$ cat src/hw/wiper_map.svh
`ifndef WIPER_MAP_SVH
`define WIPER_MAP_SVH

// ------------------------------------------------------------
// Wiper range
// ------------------------------------------------------------
`define WIPER_POS_W 6
`define WIPER_POS_MAX 6'h3F
`define WIPER_POS_MIN 6'h00
`define WIPER_STORE_BIT 3

// ------------------------------------------------------------
// Timing
// ------------------------------------------------------------
`define WIPER_CLK_NS 40
`define WIPER_CONTACT_MIN_NS 1000000
`define WIPER_STEP_MIN_NS 1000
`define WIPER_TICK_NS 1000000
`define WIPER_CONTACT_MIN_CYCLES ((`WIPER_CONTACT_MIN_NS + `WIPER_CLK_NS - 1) / `WIPER_CLK_NS)
`define WIPER_STEP_MIN_CYCLES ((`WIPER_STEP_MIN_NS + `WIPER_CLK_NS - 1) / `WIPER_CLK_NS)
`define WIPER_TICK_CYCLES (`WIPER_TICK_NS / `WIPER_CLK_NS)
`define WIPER_HOLD_MS 1000
`define WIPER_REPEAT_MS 100
`define WIPER_IDLE_MS 1000
`define WIPER_STORE_MS 2000
`define WIPER_MS_W 11

`endif

$ cat src/hw/wiper_pkg.sv
package wiper_pkg;
  typedef logic [5:0] pos_t;
  typedef logic [10:0] ms_t;
  typedef enum logic [1:0] {
    SRC_NONE,
    SRC_STEP,
    SRC_UP,
    SRC_DOWN
  } source_e;
endpackage

$ cat src/hw/contact_if.sv
`timescale 1ns/1ns
interface contact_if;
  logic asserted;
  logic press;
  modport filt (output asserted, output press);
  modport user (input asserted, input press);
endinterface

$ cat src/hw/wiper_stepper.sv
`timescale 1ns/1ns
`include "wiper_map.svh"
// Behaviour
// - Wiper holds one of 64 tap positions.
// - Control inputs are active low, idle high.
// - A falling edge starts a pulse or contact closure.
// - Each valid pulse moves the wiper exactly one tap.
// - Contact low periods split by under 1 ms high merge into one pulse; step input merges only highs under 1 us.
// - Held beyond 1 s, wiper steps again every 100 ms.
// - Single button mode uses up contact only, ignores down contact.
// - Single button mode needs down contact tied to supply at power-up.
// - Floating down contact at power-up selects dual button mode.
// - Single button motion starts opposite to the previous direction.
// - Single button direction reverses after 1 s idle or at range end.
// - Step input always works, single-button style, with faster stepping.
// - Dual mode: up contact steps up, down contact steps down.
// - Dual mode changes direction at once on opposite input.
// - Dual mode holds at range end until opposite input.
// - Contact inputs are debounced internally.
// - Power-up restores wiper from nonvolatile storage.
// - Changes are stored after 2 s; first change always stored.
// - Later stores happen only when position bit 3 changes.
module wiper_stepper #(
  parameter int TICK_CYCLES = `WIPER_TICK_CYCLES,
  parameter int CONTACT_MIN_CYCLES = `WIPER_CONTACT_MIN_CYCLES,
  parameter int STEP_MIN_CYCLES = `WIPER_STEP_MIN_CYCLES
) (
  input wire logic core_clk,
  input wire logic rst_n,
  input wire logic up_contact_in_n,
  input wire logic down_contact_in_n,
  input wire logic step_in_n,
  input wire logic down_tied_supply,
  input wire logic [5:0] nv_restore_pos,
  output logic [5:0] wiper_pos,
  output logic nv_write,
  output logic [5:0] nv_write_pos,
  output logic single_mode,
  output logic ready
);
  // ------------------------------------------------------------
  // Input conditioning and timebase
  // ------------------------------------------------------------
  contact_if up_c ();
  contact_if down_c ();
  contact_if step_c ();
  logic tick;

  contact_filter #(.MIN_CYCLES(CONTACT_MIN_CYCLES)) u_up (
    .core_clk(core_clk), .rst_n(rst_n), .pin_n(up_contact_in_n), .out(up_c)
  );
  contact_filter #(.MIN_CYCLES(CONTACT_MIN_CYCLES)) u_down (
    .core_clk(core_clk), .rst_n(rst_n), .pin_n(down_contact_in_n), .out(down_c)
  );
  // Step input needs no bounce rejection, so its window is far shorter
  contact_filter #(.MIN_CYCLES(STEP_MIN_CYCLES)) u_step (
    .core_clk(core_clk), .rst_n(rst_n), .pin_n(step_in_n), .out(step_c)
  );
  ms_tick #(.CYCLES(TICK_CYCLES)) u_tick (
    .core_clk(core_clk), .rst_n(rst_n), .tick(tick)
  );

  // ------------------------------------------------------------
  // Strap capture
  // ------------------------------------------------------------
  logic strap1;
  logic strap2;
  logic strap3;

  always_ff @(posedge core_clk or negedge rst_n) begin
    if (!rst_n) begin
      strap1 <= 1'b0;
      strap2 <= 1'b0;
      strap3 <= 1'b0;
    end else begin
      strap1 <= down_tied_supply;
      strap2 <= strap1;
      strap3 <= strap2;
    end
  end

  // Capture waits one tick so the sync chain has long settled
  wire start_now = !ready && tick && (strap2 == strap3);

  // ------------------------------------------------------------
  // Source selection
  // ------------------------------------------------------------
  logic dir_up;
  logic rev_pending;
  logic first_done;
  logic store_armed;
  logic [5:0] stored_pos;
  wiper_pkg::ms_t hold_ms;
  wiper_pkg::ms_t idle_ms;
  wiper_pkg::ms_t store_ms;
  wiper_pkg::source_e src;
  wiper_pkg::source_e next_src;

  wire down_live = down_c.asserted && !single_mode;
  assign next_src = step_c.asserted ? wiper_pkg::SRC_STEP :
                    up_c.asserted ? wiper_pkg::SRC_UP :
                    down_live ? wiper_pkg::SRC_DOWN : wiper_pkg::SRC_NONE;
  wire src_press = (next_src == wiper_pkg::SRC_STEP) ? step_c.press :
                   (next_src == wiper_pkg::SRC_UP) ? up_c.press :
                   (next_src == wiper_pkg::SRC_DOWN) ? down_c.press : 1'b0;
  wire held = (next_src != wiper_pkg::SRC_NONE) && (next_src == src);
  wire repeat_evt = held && !src_press && tick &&
                    (hold_ms == 11'(`WIPER_HOLD_MS - 1));
  wire move_evt = ready && (src_press || repeat_evt);

  // ------------------------------------------------------------
  // Direction decision
  // ------------------------------------------------------------
  wire single_style = single_mode || (next_src == wiper_pkg::SRC_STEP);
  wire at_top = (wiper_pos == `WIPER_POS_MAX);
  wire at_bottom = (wiper_pos == `WIPER_POS_MIN);
  // Reversal after idle applies to the first move only
  wire want_up_single = (src_press && rev_pending) ? !dir_up : dir_up;
  wire eff_up_single = at_top ? 1'b0 : (at_bottom ? 1'b1 : want_up_single);
  wire eff_up_dual = (next_src == wiper_pkg::SRC_UP);
  wire move_up = single_style ? eff_up_single : eff_up_dual;
  wire blocked = !single_style && (move_up ? at_top : at_bottom);
  wire [5:0] pos_inc = wiper_pos + 6'h01;
  wire [5:0] pos_dec = wiper_pos - 6'h01;
  wire [5:0] next_pos = move_up ? pos_inc : pos_dec;
  wire do_move = move_evt && !blocked;
  wire hits_end = move_up ? (next_pos == `WIPER_POS_MAX) : (next_pos == `WIPER_POS_MIN);
  wire next_dir_up = (single_style && hits_end) ? !move_up : move_up;

  // ------------------------------------------------------------
  // Wiper and direction
  // ------------------------------------------------------------
  always_ff @(posedge core_clk or negedge rst_n) begin
    if (!rst_n) begin
      ready <= 1'b0;
      single_mode <= 1'b0;
      wiper_pos <= `WIPER_POS_MIN;
      dir_up <= 1'b0;
    end else if (start_now) begin
      ready <= 1'b1;
      single_mode <= strap3;
      wiper_pos <= nv_restore_pos;
    end else if (do_move) begin
      wiper_pos <= next_pos;
      dir_up <= next_dir_up;
    end
  end

  // ------------------------------------------------------------
  // Hold, repeat and idle timing
  // ------------------------------------------------------------
  // Expiry only counts while idle, so a press on a tick still consumes the reversal
  wire idle_hit = tick && (idle_ms == 11'(`WIPER_IDLE_MS - 1)) &&
                  (next_src == wiper_pkg::SRC_NONE);

  always_ff @(posedge core_clk or negedge rst_n) begin
    if (!rst_n) begin
      src <= wiper_pkg::SRC_NONE;
      hold_ms <= '0;
      idle_ms <= '0;
      rev_pending <= 1'b1;
    end else begin
      src <= next_src;
      if (!held || src_press) begin
        hold_ms <= '0;
      end else if (repeat_evt) begin
        hold_ms <= 11'(`WIPER_HOLD_MS - `WIPER_REPEAT_MS);
      end else if (tick) begin
        hold_ms <= hold_ms + 11'h001;
      end
      if (next_src != wiper_pkg::SRC_NONE) begin
        idle_ms <= '0;
      end else if (tick && !idle_hit) begin
        idle_ms <= idle_ms + 11'h001;
      end
      // Idle expiry wins over a press consuming the flag
      if (idle_hit) begin
        rev_pending <= 1'b1;
      end else if (do_move && single_style) begin
        rev_pending <= 1'b0;
      end
    end
  end

  // ------------------------------------------------------------
  // Nonvolatile storage
  // ------------------------------------------------------------
  // Writes are rationed on bit 3 to spare storage endurance
  wire store_due = store_armed && tick && (store_ms == 11'(`WIPER_STORE_MS - 1));
  wire store_go = store_due &&
                  (!first_done || (wiper_pos[`WIPER_STORE_BIT] != stored_pos[`WIPER_STORE_BIT]));

  always_ff @(posedge core_clk or negedge rst_n) begin
    if (!rst_n) begin
      store_armed <= 1'b0;
      store_ms <= '0;
      first_done <= 1'b0;
      stored_pos <= `WIPER_POS_MIN;
      nv_write <= 1'b0;
      nv_write_pos <= `WIPER_POS_MIN;
    end else begin
      if (start_now) begin
        stored_pos <= nv_restore_pos;
      end else if (store_go) begin
        stored_pos <= wiper_pos;
      end
      if (do_move) begin
        store_armed <= 1'b1;
        store_ms <= '0;
      end else if (store_due) begin
        store_armed <= 1'b0;
      end else if (store_armed && tick) begin
        store_ms <= store_ms + 11'h001;
      end
      if (store_go) begin
        first_done <= 1'b1;
      end
      nv_write <= store_go;
      if (store_go) begin
        nv_write_pos <= wiper_pos;
      end
    end
  end

  // ------------------------------------------------------------
  // Checks
  // ------------------------------------------------------------
  a_one_tap: assert property (@(posedge core_clk) disable iff (!rst_n)
    ready && $changed(wiper_pos) && $past(ready) |->
      (wiper_pos == $past(wiper_pos) + 6'h01) || (wiper_pos == $past(wiper_pos) - 6'h01))
    else $error("wiper moved more than one tap");
  a_press_moves: assert property (@(posedge core_clk) disable iff (!rst_n)
    ready && src_press && single_style |=> $changed(wiper_pos))
    else $error("press in single style did not move wiper");
  a_down_ignored: assert property (@(posedge core_clk) disable iff (!rst_n)
    ready && single_mode && down_c.asserted && !up_c.asserted && !step_c.asserted
      |=> $stable(wiper_pos))
    else $error("down contact moved wiper in single mode");
  a_dual_up: assert property (@(posedge core_clk) disable iff (!rst_n)
    ready && !single_mode && src_press && next_src == wiper_pkg::SRC_UP && !at_top
      |=> wiper_pos == $past(wiper_pos) + 6'h01)
    else $error("up contact did not step up");
  a_dual_down: assert property (@(posedge core_clk) disable iff (!rst_n)
    ready && !single_mode && src_press && next_src == wiper_pkg::SRC_DOWN && !at_bottom
      |=> wiper_pos == $past(wiper_pos) - 6'h01)
    else $error("down contact did not step down");
  a_dual_end: assert property (@(posedge core_clk) disable iff (!rst_n)
    ready && !single_mode && at_top && !down_c.asserted && !step_c.asserted
      |=> at_top)
    else $error("wiper left top end without down input");
  a_repeat_time: assert property (@(posedge core_clk) disable iff (!rst_n)
    repeat_evt |=> hold_ms == 11'(`WIPER_HOLD_MS - `WIPER_REPEAT_MS) ##1
      hold_ms >= 11'(`WIPER_HOLD_MS - `WIPER_REPEAT_MS))
    else $error("repeat interval not reloaded");
  a_idle_reverse: assert property (@(posedge core_clk) disable iff (!rst_n)
    idle_hit |=> rev_pending)
    else $error("idle time did not arm reversal");
  a_store_bit: assert property (@(posedge core_clk) disable iff (!rst_n)
    nv_write && $past(first_done, 2) |->
      nv_write_pos[`WIPER_STORE_BIT] != $past(stored_pos[`WIPER_STORE_BIT], 2))
    else $error("store without bit 3 change");
  a_store_first: assert property (@(posedge core_clk) disable iff (!rst_n)
    store_due && !first_done |=> nv_write && nv_write_pos == $past(wiper_pos))
    else $error("first change not stored");
  a_single_start: assert property (@(posedge core_clk) disable iff (!rst_n)
    ready && single_style && src_press && rev_pending && !at_top && !at_bottom
      |=> (wiper_pos > $past(wiper_pos)) == !$past(dir_up))
    else $error("single style did not start opposite to last direction");
  a_rev_cleared: assert property (@(posedge core_clk) disable iff (!rst_n)
    ready && do_move && single_style && !idle_hit |=> !rev_pending)
    else $error("reversal still pending after a single style move");
  a_top_turn: assert property (@(posedge core_clk) disable iff (!rst_n)
    ready && single_style && src_press && at_top |=> wiper_pos == `WIPER_POS_MAX - 6'h01)
    else $error("single style did not turn at top end");
  a_step_any: assert property (@(posedge core_clk) disable iff (!rst_n)
    ready && step_c.press |=> $changed(wiper_pos))
    else $error("step input press did not move wiper");
  a_held_quiet: assert property (@(posedge core_clk) disable iff (!rst_n)
    ready && held && !repeat_evt && !src_press |=> $stable(wiper_pos))
    else $error("wiper moved between repeat steps");
  a_restore_pos: assert property (@(posedge core_clk) disable iff (!rst_n)
    start_now |=> ready && wiper_pos == $past(nv_restore_pos) &&
      single_mode == $past(strap3))
    else $error("restore or mode capture wrong");
  a_store_wait: assert property (@(posedge core_clk) disable iff (!rst_n)
    nv_write |-> $past(store_ms) == 11'(`WIPER_STORE_MS - 1))
    else $error("store before the full delay");

  // ------------------------------------------------------------
  // Coverage
  // ------------------------------------------------------------
  c_repeat: cover property (@(posedge core_clk) disable iff (!rst_n) repeat_evt);
  c_store: cover property (@(posedge core_clk) disable iff (!rst_n) nv_write);
  c_reverse: cover property (@(posedge core_clk) disable iff (!rst_n)
    do_move && single_style && hits_end);
  c_dual_block: cover property (@(posedge core_clk) disable iff (!rst_n)
    move_evt && blocked);
  c_idle_turn: cover property (@(posedge core_clk) disable iff (!rst_n)
    do_move && single_style && rev_pending && src_press);
endmodule

$ cat src/hw/ms_tick.sv
`timescale 1ns/1ns
module ms_tick #(
  parameter int CYCLES = 25000
) (
  input wire logic core_clk,
  input wire logic rst_n,
  output logic tick
);
  localparam int CW = $clog2(CYCLES + 1);
  logic [CW-1:0] cnt;
  wire wrap = (cnt == CW'(CYCLES - 1));

  always_ff @(posedge core_clk or negedge rst_n) begin
    if (!rst_n) begin
      cnt <= '0;
      tick <= 1'b0;
    end else begin
      cnt <= wrap ? '0 : cnt + 1'b1;
      tick <= wrap;
    end
  end
endmodule

$ cat src/hw/contact_filter.sv
`timescale 1ns/1ns
module contact_filter #(
  parameter int MIN_CYCLES = 25000
) (
  input wire logic core_clk,
  input wire logic rst_n,
  input wire logic pin_n,
  contact_if.filt out
);
  localparam int CW = $clog2(MIN_CYCLES + 1);
  logic s1;
  logic s2;
  logic s3;
  logic level_high;
  logic [CW-1:0] cnt;

  // ------------------------------------------------------------
  // Sync and debounce
  // ------------------------------------------------------------
  // A level change must hold for MIN_CYCLES; shorter highs merge lows
  wire agree = (s2 == s3);
  wire differs = agree && (s3 != level_high);
  wire flip = differs && (cnt == CW'(MIN_CYCLES - 1));

  always_ff @(posedge core_clk or negedge rst_n) begin
    if (!rst_n) begin
      s1 <= 1'b1;
      s2 <= 1'b1;
      s3 <= 1'b1;
      level_high <= 1'b1;
      cnt <= '0;
      out.press <= 1'b0;
    end else begin
      s1 <= pin_n;
      s2 <= s1;
      s3 <= s2;
      cnt <= (differs && !flip) ? cnt + 1'b1 : '0;
      if (flip) begin
        level_high <= s3;
      end
      out.press <= flip && !s3;
    end
  end

  assign out.asserted = !level_high;

  a_release_gap: assert property (@(posedge core_clk) disable iff (!rst_n)
    $rose(level_high) |-> $past(cnt) == CW'(MIN_CYCLES - 1) && $past(s3))
    else $error("release without full high gap");
  a_press_width: assert property (@(posedge core_clk) disable iff (!rst_n)
    $fell(level_high) |-> $past(cnt) == CW'(MIN_CYCLES - 1) && !$past(s3))
    else $error("press without full low width");
endmodule

$ cat config.mk
export PLATFORM = sky130hd
export DESIGN_NAME = wiper_stepper
export DESIGN_NICKNAME = d
export VERILOG_FILES = /design/src/hw/wiper_pkg.sv /design/src/hw/contact_if.sv /design/src/hw/wiper_stepper.sv /design/src/hw/ms_tick.sv /design/src/hw/contact_filter.sv
export VERILOG_INCLUDE_DIRS = /design/src /design/src/hw
export SDC_FILE = /design/constraint.sdc
export NUM_CORES = 1
export LEC_CHECK = 0
export BUFFER_PORTS_ARGS = -buffer_cell sky130_fd_sc_hd__buf_4
export CORE_MARGIN = 2
export CORE_UTILIZATION = 44
export CTS_BUF_LIST = sky130_fd_sc_hd__clkbuf_8
export CTS_CLUSTER_SIZE = 40
export DETAILED_ROUTE_END_ITERATION = 10
export SLEW_MARGIN = 20
export SYNTH_ARGS = -nofsm -noshare
export SYNTH_HDL_FRONTEND = slang
export SYNTH_SLANG_ARGS = --single-unit
$ cat constraint.sdc
create_clock -name core_clk -period 4 [get_ports core_clk]
set_clock_uncertainty 0.1 [all_clocks]
set_input_delay 0.8 -clock core_clk [delete_from_list [all_inputs] [get_ports core_clk]]
set_output_delay 0.8 -clock core_clk [all_outputs]
set_load 0.02 [all_outputs]
==> out/qor.txt <==
hpwl dp = 7.84 mm
reg2reg end = dir_up
All-Layer GR Usage = 17.6%
DR DRC count = 0
Filler Cell Count = 1,262
max_cap viols = 0
Post-synth EDFFs = 0
Clk Latency, worst-skew pair = 0.45 ns
H-tree levels = 4
chip width = 121 um
Root Driver = clkbuf_8
first-pass GRT wire length = 20.4 mm
mean post-synth cell area = 9.57 um^2
CTS tree = done
utilization after layout = 51.5%
critical path fanouts, max = 16
I/O Buffers = 26
postcts setup bufs = 0
FF-to-FF Start = u_up.level_high
worst path buffer plus inverter count = 0
grt ovf = 0
total number of vias = 4,460
max incr delay on CP = 0.69 ns
asr flop ratio synth = 100%
Synth Cell Area = 0.00598 mm^2
hold_ws = 0.257 ns
relative slew slack = 29.2%
CP max-delay cell = dfstp_2
worst hold path cell count = 0
crit path capture type = flop
Final Wtd Congestion = 0.828
power density over cell area = 373 mW/mm^2
number of global-route vias before repair = 4,439
commonest non-fill, non-tap cells in the layout = 111 x dfrtp_1, 99 x nor2_1, 79 x nand2_1, 45 x xor2_1, 35 x o21ai_0
IO Pins = 27
placed cells = 815
Die H = 121 um
Nets = 681
Peak VDD IR = 0.000249 V
critical path cell sequence = nand4bb_1 -> a311oi_2 -> xor2_1 -> o21ai_2 -> and2_1 -> xor2_1 -> ha_2 -> nor4_1 -> nand2_1 -> o22ai_1 -> nor3_2 -> xor2_1 -> o41ai_2 -> o211ai_1
Synthesis Warnings = 0
final WL = 11.6 mm
detailed-route wire length per cell = 13.7 um
Data required, critical path = 4.22 ns
Tmin final = 3.80 ns
core region area = 0.0132 mm^2
leakage = 3.00 nW
# diodes = 0
CP delay by family, top = compound AO/OA/AOI/OAI gates
CTS Buf Count = 17
Top FF cell, synth = dfrtp_1
Clock Tree Buf Depth = 2
crit start category = flop
dpl ws = 0.167 ns
DIE AREA = 0.0145 mm^2
post-synthesis register bit count = 124
Worst R2R Setup Slack = 0.20 ns
stages on the worst setup path = 14
Clock Pin Slew Worst Setup and Hold Paths = 0.08 ns
CP dominant cell by count = xor2_1
final count of pins violating max slew = 0
ANT nets after route = 0
worst setup path startpoint = u_up.level_high
Critical Path AT = 4.02 ns
status = finished clean
CTS Hold Buffers Added = 0
Final Cycle Share = 95.0%
CP endpoint = dir_up
R2R depth = 14
Seq/Total Area, Yosys = 52.2%
Synth-to-Final Area Change = 14.1%
initial antenna violation count = 0
worst hold-check path type = reg -> reg
via/cell ratio = 5.27
floorplan row count = 42
worst slew pin tran = 1.06 ns
First-pass DRT Iterations = 4
commonest non-fill, non-tap cell in the layout = dfrtp_1
Iteration-0 DRC Markers = 286
Cells after Synth = 625
Layout Cells excl Fill = 847
setup ws final = 0.201 ns
layout cells sized above 1 = 13.7%
CP Class = reg -> reg
clk sink count = 124
synth unique cells = 57
pin count of the biggest net entering global routing = 64
final setup vio count = 0
Initial Util = 45.2%
upper clock frequency limit = 0.263 GHz
final hold violations = 0
Total Power = 2.55 mW
post-CTS sizing = 0
total nets after synthesis = 648
## cell type report
class	count	area (um^2)	area share, %
multi-input combinational	470	2750	40.2
tap	176	220	3.23
timing repair buffer	30	238	3.48
sequential	124	3120	45.7
clock inverter	15	211	3.10
inverter	15	56.3	0.825
clock buffer	17	234	3.43
## synth_stat cells, types with 4 or more instances
cell type | instances | area [um^2]
and2_1 | 5 | 31.3
dfstp_2 | 13 | 342
nor2_1 | 99 | 372
xor2_1 | 45 | 394
mux2i_1 | 4 | 40.0
nand3_1 | 28 | 140
nand4_1 | 14 | 87.6
ha_1 | 11 | 138
xnor2_1 | 21 | 184
or2_2 | 5 | 31.3
dfrtp_1 | 111 | 2780
a221o_1 | 4 | 40.0
inv_1 | 15 | 56.3
or3_1 | 8 | 50.1
nor4_1 | 7 | 43.8
nor3_1 | 23 | 115
clkbuf_1 | 13 | 48.8
o21ai_0 | 35 | 175
nand2b_1 | 7 | 43.8
a21oi_1 | 15 | 75.1
nand2_1 | 79 | 297
and3_1 | 15 | 93.8
## cells by family (layout without fill, tap and decap cells)
group           Yosys count  count (layout)  synth area share, %
simple gates            305             305                 23.8
flops                   124             124                 52.2
compound gates           84              84                 9.35
xor+xnor                 66              66                 9.67
buf+inv                  31              77                 2.01
fa+ha+maj                11              11                 2.30
mux                       4               4                0.669
## metal layers
layer / part of all wire, % / GRT usage (%)
met1: 48 / 23.3
met2: 47 / 27.4
met3: 3.7 / 5.47
met4: 1.3 / 6.03
met5: 0 / 0
## state kept, by name (all words and copies together), names as in the netlist, 2 cells and up
| name | flops |
|---|---|
| u_down.cnt | 15 |
| u_tick.cnt | 15 |
| u_up.cnt | 15 |
| hold_ms | 11 |
| idle_ms | 11 |
| store_ms | 11 |
| nv_write_pos | 6 |
| wiper_pos | 6 |
| u_step.cnt | 5 |
| src | 2 |
## through the flow
stage	area (um^2)	setup TNS, ns
6_report	6830	0
4_1_cts	6820	0
3_5_place_dp	6370	0
5_1_grt	6830	-0.00973
2_1_floorplan	5980	0
3_3_place_gp	6370	0
## power by group
part	switching, mW	internal [mW]	total (mW)
combinational	0.0347	0.0136	0.0483
clock	0.535	0.691	1.23
sequential	0.00708	1.27	1.27
total	0.577	1.97	2.55
## worst min path at each step
stage / from / endpoint / slack (ns)
floorplan: strap1 / strap2 / 0.23
global placement: u_down.s1 / u_down.s2 / 0.25
detailed placement: strap1 / strap2 / 0.25
CTS: u_step.s1 / u_step.s2 / 0.26
global route: u_step.s1 / u_step.s2 / 0.26
finish: u_step.s1 / u_step.s2 / 0.26
## worst register-to-register path, stage by stage (launching register included)
cell,delay (ns)
dfstp_2,0.69
nand4bb_1,0.18
a311oi_2,0.36
xor2_1,0.31
o21ai_2,0.14
and2_1,0.21
xor2_1,0.26
ha_2,0.35
nor4_1,0.07
nand2_1,0.11
o22ai_1,0.10
nor3_2,0.29
xor2_1,0.16
o41ai_2,0.22
o211ai_1,0.12
(Power assumes the default switching activity.)
